$ cat config.mk
export PLATFORM = sky130hd
export DESIGN_NAME = four_level_interrupt_controller
export DESIGN_NICKNAME = d
export VERILOG_FILES = /design/src/logic/priority_pick.v /design/src/logic/four_level_interrupt_controller.v
export VERILOG_INCLUDE_DIRS = /design/src /design/src/logic
export SDC_FILE = /design/constraint.sdc
export NUM_CORES = 1
export LEC_CHECK = 0
export ABC_AREA = 1
export CORE_ASPECT_RATIO = 1.75
export CORE_MARGIN = 4
export CORE_UTILIZATION = 60
export CTS_CLUSTER_SIZE = 10
export DETAILED_ROUTE_END_ITERATION = 8
export DONT_BUFFER_PORTS = 1
export PLACE_DENSITY = 0.76
export SYNTH_ARGS = -nofsm -noshare
export SYNTH_HDL_FRONTEND = slang
export SYNTH_HIERARCHICAL = 1
export SYNTH_SLANG_ARGS = --single-unit
$ cat constraint.sdc
create_clock -name pclk -period 19.4 [get_ports pclk]
set_clock_uncertainty 0.1 [all_clocks]
set_input_delay 0 -clock pclk [delete_from_list [all_inputs] [get_ports pclk]]
set_output_delay 0 -clock pclk [all_outputs]
set_load 0.1 [all_outputs]
$ cat src/logic/irq_ctrl_consts.vh
// Constants for the four-level interrupt controller
`ifndef IRQ_CTRL_CONSTS_VH
`define IRQ_CTRL_CONSTS_VH

// ----------------------------------------------------------------
// Register indices (byte address is four times the index)
// ----------------------------------------------------------------
`define IDX_ENABLE_MAIN     10'h0A8
`define IDX_ENABLE_EXT      10'h0B1
`define IDX_PRIO_LOW_EXT    10'h0B2
`define IDX_PRIO_HIGH_EXT   10'h0B3
`define IDX_PRIO_HIGH_MAIN  10'h0B7
`define IDX_PRIO_LOW_MAIN   10'h0B8
`define IDX_STATUS          10'h0C0

// ----------------------------------------------------------------
// Reset values
// ----------------------------------------------------------------
`define RST_ENABLE_MAIN     8'h00
`define RST_ENABLE_EXT      2'h0
`define RST_PRIO_MAIN       7'h00
`define RST_PRIO_EXT        2'h0

// ----------------------------------------------------------------
// Enable register fields
// ----------------------------------------------------------------
`define BIT_GLOBAL_EN       7
`define BIT_CA_EN           6
`define BIT_T2_EN           5
`define BIT_SER_EN          4
`define BIT_T1_EN           3
`define BIT_X1_EN           2
`define BIT_T0_EN           1
`define BIT_X0_EN           0
`define BIT_SPI_EN          2
`define BIT_KBD_EN          0

// ----------------------------------------------------------------
// Main and extension priority register fields (same positions high and low)
// ----------------------------------------------------------------
`define BIT_CA_PRIO         6
`define BIT_T2_PRIO         5
`define BIT_SER_PRIO        4
`define BIT_T1_PRIO         3
`define BIT_X1_PRIO         2
`define BIT_T0_PRIO         1
`define BIT_X0_PRIO         0
`define BIT_SPI_PRIO        2
`define BIT_KBD_PRIO        0
`define BIT_PRIO_RSVD       3'h7

// ----------------------------------------------------------------
// Sources in polling order, index 0 polled first
// ----------------------------------------------------------------
`define NUM_SOURCES         9
`define SRC_X0              4'h0
`define SRC_T0              4'h1
`define SRC_X1              4'h2
`define SRC_T1              4'h3
`define SRC_CA              4'h4
`define SRC_SER             4'h5
`define SRC_T2              4'h6
`define SRC_KBD             4'h7
`define SRC_SPI             4'h8

// ----------------------------------------------------------------
// Vector addresses
// ----------------------------------------------------------------
`define VEC_X0              16'h0003
`define VEC_T0              16'h000B
`define VEC_X1              16'h0013
`define VEC_T1              16'h001B
`define VEC_SER             16'h0023
`define VEC_T2              16'h002B
`define VEC_CA              16'h0033
`define VEC_KBD             16'h003B
`define VEC_SPI             16'h004B

`endif

$ cat src/logic/priority_pick.v
// Selects the highest-level request, lowest index winning ties
`timescale 1ns/1ps
module priority_pick #(
	parameter N  = 9,
	parameter IW = 4
) (
	// Requests and their levels
	input  wire [N-1:0]   req,
	input  wire [2*N-1:0] lvl,
	// Winner
	output reg            found,
	output reg  [IW-1:0]  idx,
	output reg  [1:0]     level
);

	integer i;

	// Scan downward so a later equal-level hit overrides
	always @* begin
		found = 1'b0;
		idx   = {IW{1'b0}};
		level = 2'h0;
		for (i = N - 1; i >= 0; i = i - 1) begin
			if (req[i] && (!found || lvl[2*i +: 2] >= level)) begin
				found = 1'b1;
				idx   = i[IW-1:0];
				level = lvl[2*i +: 2];
			end
		end
	end

endmodule

$ cat src/logic/four_level_interrupt_controller.v
// Nine-source four-level interrupt controller with APB registers
`timescale 1ns/1ps
`include "irq_ctrl_consts.vh"
module four_level_interrupt_controller (
	// Clock and reset
	input  wire        pclk,
	input  wire        presetn,
	// APB slave
	input  wire        psel,
	input  wire        penable,
	input  wire        pwrite,
	input  wire [11:0] paddr,
	input  wire [31:0] pwdata,
	input  wire [3:0]  pstrb,
	output reg  [31:0] prdata,
	output wire        pready,
	output wire        pslverr,
	// Core single-bit register access
	input  wire        bit_wr,
	input  wire [7:0]  bit_index,
	input  wire [2:0]  bit_pos,
	input  wire        bit_value,
	// Peripheral request flags, polling order
	input  wire [8:0]  src_flag,
	// Core interrupt handshake
	input  wire        irq_ack,
	input  wire        irq_return,
	output reg         irq_req,
	output reg  [15:0] irq_vector,
	output reg  [1:0]  irq_level,
	output reg  [3:0]  irq_source
);

	// ----------------------------------------------------------------
	// Register storage
	// ----------------------------------------------------------------
	reg  [7:0] interrupt_enable_main;
	reg  [1:0] interrupt_enable_extension;
	reg  [6:0] irq_priority_low_main;
	reg  [6:0] irq_priority_high_main;
	reg  [1:0] irq_priority_low_ext;
	reg  [1:0] irq_priority_high_ext;
	reg  [3:0] in_service;

	// ----------------------------------------------------------------
	// APB decode
	// ----------------------------------------------------------------
	wire [9:0] addr_idx;
	wire       aligned;
	wire       apb_setup;
	wire       apb_access;
	wire       apb_wr;
	reg        addr_hit;
	reg  [7:0] read_byte;

	assign addr_idx   = paddr[11:2];
	assign aligned    = (paddr[1:0] == 2'h0);
	assign apb_setup  = psel & ~penable;
	assign apb_access = psel & penable;
	// Zero wait states; lane 0 carries all register bits
	assign apb_wr     = apb_access & pwrite & addr_hit & pstrb[0];
	assign pready     = 1'b1;
	assign pslverr    = apb_access & ~addr_hit;

	// reserved bits read as zero here
	always @* begin
		addr_hit  = aligned;
		read_byte = 8'h00;
		case (addr_idx)
			`IDX_ENABLE_MAIN: begin
				read_byte = interrupt_enable_main;
			end
			`IDX_ENABLE_EXT: begin
				read_byte[`BIT_SPI_EN] = interrupt_enable_extension[1];
				read_byte[`BIT_KBD_EN] = interrupt_enable_extension[0];
			end
			`IDX_PRIO_LOW_EXT: begin
				read_byte[`BIT_SPI_PRIO] = irq_priority_low_ext[1];
				read_byte[`BIT_KBD_PRIO] = irq_priority_low_ext[0];
			end
			`IDX_PRIO_HIGH_EXT: begin
				read_byte[`BIT_SPI_PRIO] = irq_priority_high_ext[1];
				read_byte[`BIT_KBD_PRIO] = irq_priority_high_ext[0];
			end
			`IDX_PRIO_HIGH_MAIN: begin
				read_byte = {1'b0, irq_priority_high_main};
			end
			`IDX_PRIO_LOW_MAIN: begin
				read_byte = {1'b0, irq_priority_low_main};
			end
			`IDX_STATUS: begin
				read_byte = {irq_req, 3'h0, in_service};
			end
			default: begin
				addr_hit = 1'b0;
			end
		endcase
	end

	// Read data captured in setup so it is stable through access
	always @(posedge pclk or negedge presetn) begin
		if (!presetn) begin
			prdata <= 32'h00000000;
		end else if (apb_setup && !pwrite) begin
			// Refused addresses return zero, even misaligned hits
			prdata <= {24'h000000, addr_hit ? read_byte : 8'h00};
		end
	end

	// ----------------------------------------------------------------
	// Register writes
	// ----------------------------------------------------------------
	always @(posedge pclk or negedge presetn) begin
		if (!presetn) begin
			interrupt_enable_main      <= `RST_ENABLE_MAIN;
			interrupt_enable_extension <= `RST_ENABLE_EXT;
			irq_priority_low_main      <= `RST_PRIO_MAIN;
			irq_priority_high_main     <= `RST_PRIO_MAIN;
			irq_priority_low_ext       <= `RST_PRIO_EXT;
			irq_priority_high_ext      <= `RST_PRIO_EXT;
		end else if (apb_wr) begin
			// APB wins over a same-cycle bit write
			case (addr_idx)
				`IDX_ENABLE_MAIN: begin
					interrupt_enable_main <= pwdata[7:0];
				end
				`IDX_ENABLE_EXT: begin
					interrupt_enable_extension <= {pwdata[`BIT_SPI_EN], pwdata[`BIT_KBD_EN]};
				end
				`IDX_PRIO_LOW_EXT: begin
					irq_priority_low_ext <= {pwdata[`BIT_SPI_PRIO], pwdata[`BIT_KBD_PRIO]};
				end
				`IDX_PRIO_HIGH_EXT: begin
					irq_priority_high_ext <= {pwdata[`BIT_SPI_PRIO], pwdata[`BIT_KBD_PRIO]};
				end
				`IDX_PRIO_HIGH_MAIN: begin
					irq_priority_high_main <= pwdata[6:0];
				end
				`IDX_PRIO_LOW_MAIN: begin
					irq_priority_low_main <= pwdata[6:0];
				end
				default: begin
				end
			endcase
		end else if (bit_wr) begin
			// bit access: high priority registers refuse it
			case ({2'h0, bit_index})
				`IDX_ENABLE_MAIN: begin
					interrupt_enable_main[bit_pos] <= bit_value;
				end
				`IDX_PRIO_LOW_MAIN: begin
					if (bit_pos != `BIT_PRIO_RSVD) begin
						irq_priority_low_main[bit_pos] <= bit_value;
					end
				end
				`IDX_PRIO_LOW_EXT: begin
					if (bit_pos == `BIT_SPI_PRIO) begin
						irq_priority_low_ext[1] <= bit_value;
					end else if (bit_pos == `BIT_KBD_PRIO) begin
						irq_priority_low_ext[0] <= bit_value;
					end
				end
				default: begin
				end
			endcase
		end
	end

	// ----------------------------------------------------------------
	// Per-source enable and level, polling order
	// ----------------------------------------------------------------
	wire [8:0]  src_enable;
	wire [8:0]  prio_high;
	wire [8:0]  prio_low;
	wire [8:0]  eligible;
	wire [17:0] src_level;
	wire        global_irq_enable;

	assign src_enable = {
		interrupt_enable_extension[1],
		interrupt_enable_extension[0],
		interrupt_enable_main[`BIT_T2_EN],
		interrupt_enable_main[`BIT_SER_EN],
		interrupt_enable_main[`BIT_CA_EN],
		interrupt_enable_main[`BIT_T1_EN],
		interrupt_enable_main[`BIT_X1_EN],
		interrupt_enable_main[`BIT_T0_EN],
		interrupt_enable_main[`BIT_X0_EN]
	};

	// same positions in both priority registers
	assign prio_high = {
		irq_priority_high_ext[1],
		irq_priority_high_ext[0],
		irq_priority_high_main[`BIT_T2_PRIO],
		irq_priority_high_main[`BIT_SER_PRIO],
		irq_priority_high_main[`BIT_CA_PRIO],
		irq_priority_high_main[`BIT_T1_PRIO],
		irq_priority_high_main[`BIT_X1_PRIO],
		irq_priority_high_main[`BIT_T0_PRIO],
		irq_priority_high_main[`BIT_X0_PRIO]
	};
	assign prio_low = {
		irq_priority_low_ext[1],
		irq_priority_low_ext[0],
		irq_priority_low_main[`BIT_T2_PRIO],
		irq_priority_low_main[`BIT_SER_PRIO],
		irq_priority_low_main[`BIT_CA_PRIO],
		irq_priority_low_main[`BIT_T1_PRIO],
		irq_priority_low_main[`BIT_X1_PRIO],
		irq_priority_low_main[`BIT_T0_PRIO],
		irq_priority_low_main[`BIT_X0_PRIO]
	};

	assign global_irq_enable = interrupt_enable_main[`BIT_GLOBAL_EN];

	genvar g;
	generate
		for (g = 0; g < `NUM_SOURCES; g = g + 1) begin : gen_src
			assign src_level[2*g +: 2] = {prio_high[g], prio_low[g]};
			// flag gated by own and global enable
			assign eligible[g] = src_flag[g] & src_enable[g] & global_irq_enable;
		end
	endgenerate

	// ----------------------------------------------------------------
	// Arbitration
	// ----------------------------------------------------------------
	wire       pick_found;
	wire [3:0] pick_idx;
	wire [1:0] pick_level;

	// higher level first, then polling order
	priority_pick #(
		.N  (9),
		.IW (4)
	) u_pick (
		.req   (eligible),
		.lvl   (src_level),
		.found (pick_found),
		.idx   (pick_idx),
		.level (pick_level)
	);

	// ----------------------------------------------------------------
	// In-service tracking
	// ----------------------------------------------------------------
	reg  [3:0] next_in_service;
	reg        busy;
	reg  [1:0] busy_level;
	reg        next_irq_req;
	integer    k;

	// Return retires the highest active level; ack opens the taken level
	always @* begin
		next_in_service = in_service;
		if (irq_return) begin
			if (in_service[3]) begin
				next_in_service[3] = 1'b0;
			end else if (in_service[2]) begin
				next_in_service[2] = 1'b0;
			end else if (in_service[1]) begin
				next_in_service[1] = 1'b0;
			end else begin
				next_in_service[0] = 1'b0;
			end
		end
		if (irq_ack && irq_req) begin
			next_in_service[irq_level] = 1'b1;
		end
	end

	// Uses the next value so the request drops right after an ack
	always @* begin
		busy       = 1'b0;
		busy_level = 2'h0;
		for (k = 0; k < 4; k = k + 1) begin
			if (next_in_service[k]) begin
				busy       = 1'b1;
				busy_level = k[1:0];
			end
		end
		// strictly above every level in service
		next_irq_req = pick_found && (!busy || (pick_level > busy_level));
	end

	function [15:0] vector_of;
		input [3:0] idx;
		begin
			case (idx)
				`SRC_X0:  vector_of = `VEC_X0;
				`SRC_T0:  vector_of = `VEC_T0;
				`SRC_X1:  vector_of = `VEC_X1;
				`SRC_T1:  vector_of = `VEC_T1;
				`SRC_CA:  vector_of = `VEC_CA;
				`SRC_SER: vector_of = `VEC_SER;
				`SRC_T2:  vector_of = `VEC_T2;
				`SRC_KBD: vector_of = `VEC_KBD;
				`SRC_SPI: vector_of = `VEC_SPI;
				default:  vector_of = 16'h0000;
			endcase
		end
	endfunction

	// ----------------------------------------------------------------
	// Core-facing outputs
	// ----------------------------------------------------------------
	always @(posedge pclk or negedge presetn) begin
		if (!presetn) begin
			in_service <= 4'h0;
			irq_req    <= 1'b0;
			irq_vector <= 16'h0000;
			irq_level  <= 2'h0;
			irq_source <= 4'h0;
		end else begin
			in_service <= next_in_service;
			irq_req    <= next_irq_req;
			irq_vector <= next_irq_req ? vector_of(pick_idx) : 16'h0000;
			irq_level  <= next_irq_req ? pick_level : 2'h0;
			irq_source <= next_irq_req ? pick_idx : 4'h0;
		end
	end

endmodule

==> results of run 1 <==
## final cells by class
cell class	count	area [sq um]
flip-flops and latches	52	1300
clock buffers	5	125
fillers	666	2290
well taps	84	105
multi-input cells	467	2360
clock inverters	3	46.3
repair buffers	23	245
inverters	87	329
## sequential cells by signal, indices dropped and copies added, names as in the netlist
name and count:
interrupt_enable_extension 2, irq_vector 5, irq_req 1, in_service 4, irq_priority_high_main 7, irq_priority_high_ext 2
prdata 8, irq_source 4, interrupt_enable_main 8, irq_level 2, irq_priority_low_ext 2, irq_priority_low_main 7
## Yosys cell counts (2+ instances only)
cell type and instances:
or2_2 5, nand4_1 9, nand2_2 5, o21ai_0 33, nand2_1 167, ha_1 18, dfrtp_1 52, clkinv_1 2
nand2_4 2, nor3_1 9, buf_2 3, buf_6 2, and2_1 6, a21oi_1 19, nor2_2 6, nand3b_1 5
nor2_1 60, nor4_1 2, conb_1 2, inv_2 7, buf_4 36, nor2_4 2, a22o_1 6, nand3_1 52
inv_1 77, o21ai_1 2, nand3_2 9, clkbuf_1 3
## metal layers
metal,routed length [microns],vias up
li1,-,1944
met5,0,-
met2,5590,136
met3,533,38
met1,3920,1792
met4,564,0
## critical path, delay by kind of cell (launching register included)
| family | cells | cell delay (ns) |
|---|---|---|
| AOI/OAI and AO/OA | 10 | 1.39 |
| adders and majority gates | 9 | 2.48 |
| buffers and inverters | 9 | 1.00 |
| DFF | 1 | 0.37 |
| and+or+nand+nor | 40 | 4.92 |
## stage by stage
step | instances | power [uW] | worst slack (ns)
after floorplan | 650 | 153 | 10.40
after global placement | 691 | 149 | 9.51
after detailed placement | 691 | 150 | 9.18
after CTS | 721 | 259 | 9.14
after global routing | 721 | 266 | 8.10
final | 721 | 258 | 9.02
## power groups by stage
| stage | clock [uW] | combinational [uW] | sequential, uW |
|---|---|---|---|
| after global routing | 110 | 47.4 | 109 |
| final | 104 | 45.1 | 109 |
| after detailed placement | 0 | 38.4 | 111 |
| after global placement | 0 | 38.2 | 111 |
| after CTS | 105 | 44.9 | 109 |
| after floorplan | 0 | 42.5 | 111 |
## logic make-up (layout without fill, tap and decap cells)
group,after synthesis,after routing
flops,52,52
fa+ha+maj,18,18
simple gates,347,347
other cells,2,35
compound gates,67,67
buf+inv,131,118
## worst min path at each step
stage	slack, ns	start	cells after the start	to
after detailed placement	-0.39	presetn	0	irq_req
after global placement	-0.39	presetn	0	irq_level[1]
after CTS	0.0003	pstrb[0]	5	interrupt_enable_main[2]
final	-0.002	bit_pos[1]	4	interrupt_enable_main[2]
after global routing	0.05	paddr[3]	4	irq_priority_high_ext[0]
after floorplan	-0.40	presetn	0	in_service[0]
==> flow_summary.ini, run 1 <==
[route]
vias = 3910
ant_nets = 0
drt_first_pass_iters = 5
drtIter0Drc = 213
via_per_inst = 5.42
drc_errors = 0
wl_per_cell_microns = 14.7
totalWireLength_mm = 10.6

[die]
ios = 134
placeableCoreArea_sq_um = 6810
dieArea_sq_um = 8420
start_util = 0.614
rows = 40
die_x_microns = 71.1
die_h_microns = 118

[min_path]
hp-class = in2reg

[logic_synthesis]
ys_seq_area_frac = 0.311
synthArstFlopShare = 1.00
synthTopCellsByArea = dfrtp_1, nand2_1, inv_1
ys.flop_type = dfrtp_1
synth_cells = 617
ys_ff_latch = 52
synth.area.mux_share = 0
synth_edf_count = 0
synthAdderAreaFrac = 0.0539
syn_area_per_cell_sq_um = 6.78
synth_xor_area_frac = 0
synth-compound-area-share = 0.0916
syn-cell-area_sq_um = 4180
synth_cell_types = 44
yosysWarnings = 6
synth-simple-area-share = 0.387
yosys.area.top_type = dfrtp_1
synth_top_area_frac = 0.311
synth_top_family_by_area = simple AND/OR/NAND/NOR gates

[clocking]
cts_htree_levels = 2
clockBufferDepth = 2
ctsRootBufferMaster = clkbuf_16
cts_tree = yes
clock_sinks = 52
ctsResizeCount = 0
postCtsSetupBuffers = 0
holdBufCountCts = 22
clk_pin_slew_worst_paths_ns = 0.07
clkLatencyLatePin_ns = 0.30
cts_buffers = 5

[placement]
io_buffers = 0
gp_congestion = 0.892
placed_area_sq_um = 4100
place_hpwl_mm = 8.35

[grt]
antenna_found_initial = 0
grtUsageMet3 = 0.0289
grt_max_degree = 53
grt_overflow = 0
use_met1 = 0.279
grtUsageMet2 = 0.469
grt_pass1_vias = 3840
grt_busiest_layer = met2
track_usage = 0.255
grt_first_pass_wirelength_mm = 17.4

[sta]
rsz0062_at_grt = no
whs_ns = -0.00235
timing.final.crit_share = 0.535
maxSlewViolCount = 0
worst_slew_pin_slew_ns = 1.08
setup_viol = 0
hold_violations = 1
fin_crit_ns = 10.38
max_freq_mhz = 96.3
finalSetupTns_ns = 0
slew_headroom = 0.280

[final_layout]
drive_gt1_frac = 0.0848
area_growth_pct = 7.90
final_cell_mix = nand2_1, inv_1, nor2_1
antenna_cells = 0
post-route-util = 0.663
design_area_sq_um = 4510
final_common_cell = nand2_1
final_net_count = 731

[setup_path]
max_stage_delay_ns = 0.40
critPathMaxFanout = 10
cp-start-kind = register
cp.required_ns = 19.48
reg2regPathDepth = 68
regToRegSetupSlack_ns = 9.02
endpoint = irq_vector[4]
reg2reg_from = interrupt_enable_main[7]
endpoint_kind = register
slowest_stage = or3b_4
critPathKind = reg2reg
r2r-end = irq_vector[4]
crit_path_frequent_cell = nand2_1
critical_path.startpoint = interrupt_enable_main[7]
cp.arrival_ns = 10.46

[pwr]
ir_drop_uv = 54.3
switching_share = 0.321
intPower_uw = 175
power_frac_seq = 0.422
combPwrFrac = 0.174
pwr-share-clk = 0.404
pwr_density_cell_nw_per_um2 = 57.3
p_switching_uw = 83.0
p_leak_uw = 0.00240

[status]
violations = hold timing
outcome = finished, violations left

[job]
max_cap_viol_count = 0
Note: power is estimated with default switching activity, not from simulation.
==> inputs of run 2 (changes only) <==
Clock period 19.4 ns to 10.7 ns, I/O delays scaled along.
==> flow_summary.ini, run 2 (same netlist as run 1, synthesis figures left out) <==
[grt]
grt_max_degree = 53
grt_first_pass_wirelength_mm = 17.4
grt_pass1_vias = 3860
antenna_found_initial = 0
track_usage = 0.253
grt_overflow = 0

[setup_path]
max_stage_delay_ns = 0.41
endpoint_kind = register
crit_path_frequent_cell = nand2_1
cp-start-kind = register
cp.required_ns = 10.78
slowest_stage = or3b_4
reg2reg_from = interrupt_enable_main[7]
cp.arrival_ns = 9.95
regToRegSetupSlack_ns = 0.83
critPathKind = reg2reg
r2r-end = irq_vector[4]
critPathMaxFanout = 10
endpoint = irq_vector[4]
reg2regPathDepth = 69
critical_path.startpoint = interrupt_enable_main[7]

[route]
met2_length_mm = 5.80
drtIter0Drc = 211
via_per_inst = 5.43
totalWireLength_mm = 10.5
wl_met1_mm = 3.94
vias = 3918
ant_nets = 0
wl_per_cell_microns = 14.6
drc_errors = 0
wl_met3_microns = 433
drt_first_pass_iters = 4
maxUsedRoutingLayer = met4

[min_path]
hp-class = in2reg

[placement]
io_buffers = 0
gp_congestion = 0.888
place_hpwl_mm = 8.30
place_ws_ns = 0.634

[pwr]
pwr_density_cell_nw_per_um2 = 107
ir_drop_uv = 107
p_leak_uw = 0.00241

[sta]
max_freq_mhz = 101
timing.final.crit_share = 0.923
maxSlewViolCount = 0
fin_crit_ns = 9.87
rsz0062_at_grt = no
finalSetupTns_ns = 0
finalWorstSetupSlack_ns = 0.827
setup_viol = 0
slew_headroom = 0.277
worst_slew_pin_slew_ns = 1.08
hold_violations = 0

[final_layout]
final_common_cell = nand2_1
area_growth_pct = 8.68
reg.largest.list = interrupt_enable_main x8, prdata x8
antenna_cells = 0
final_cell_mix = nand2_1, inv_1, nor2_1
drive_gt1_frac = 0.0895
final_net_count = 731

[die]
placeableCoreArea_sq_um = 6810
start_util = 0.614
die_h_microns = 118
ios = 134
die_x_microns = 71.1
rows = 40
dieArea_sq_um = 8420

[clocking]
clk_pin_slew_worst_paths_ns = 0.07
clock_sinks = 52
clkLatencyLatePin_ns = 0.30
cts_buffers = 5
postCtsSetupBuffers = 0
cts_htree_levels = 2
clockBufferDepth = 2
ctsRootBufferMaster = clkbuf_16
cts_tree = yes

[job]
max_cap_viol_count = 0

[status]
outcome = finished clean
[run 2: final cells by class]
type                    instances  area [sq um]
flip-flops and latches         52          1300
repair buffers                 23           243
multi-input cells             467          2380
well taps                      84           105
inverters                      87           329
fillers                       639          2260
clock buffers                   6           129
clock inverters                 2          60.1
[run 2: worst min path at each step]
stage | cells past startpoint | to | from
after floorplan | 0 | in_service[0] | presetn
after global placement | 0 | irq_level[1] | presetn
after detailed placement | 0 | irq_req | presetn
after CTS | 6 | interrupt_enable_main[0] | pwrite
after global routing | 5 | irq_priority_low_ext[1] | bit_index[3]
final | 6 | interrupt_enable_main[0] | pwrite
[run 2: power by group]
| group | switching, uW | total (uW) | leakage [uW] | internal (uW) |
|---|---|---|---|---|
| sequential | 0.694 | 198 | 0.000725 | 197 |
| combinational | 71.9 | 81.5 | 0.00160 | 9.64 |
| clock | 73.8 | 208 | 0.0000911 | 134 |
| total | 146 | 487 | 0.00241 | 341 |
[run 2: per-stage QoR]
stage	hold slack (ns)	util	total power (uW)	instance area, sq um	cells
finish	0.00203	0.668	487	4540	721
global route	0.0724	0.668	502	4540	721
CTS	0.000336	0.665	488	4530	721
detailed placement	-0.394	0.604	271	4110	692
global placement	-0.394	0.604	271	4110	692
floorplan	-0.396	-	278	4310	650
[run 2: critical path, delay by kind of cell, from the launching register on]
family	cells	cell delay (ns)
and+or+nand+nor	40	4.54
adders and majority gates	9	2.48
AOI/OAI and AO/OA	10	1.37
buffers and inverters	10	0.89
DFF	1	0.37
[run 2: routing by layer]
layer	vias up	GRT usage
li1	1938	-
met3	26	0.0315
met2	125	0.469
met5	-	0
met4	0	0.113
met1	1829	0.279
[run 2: repair_timing]
item,4_1_cts,5_1_grt
hold endpoints to repair,84,0
resized for setup,0,5
hold buffers,21,0
setup endpoints to repair,0,12
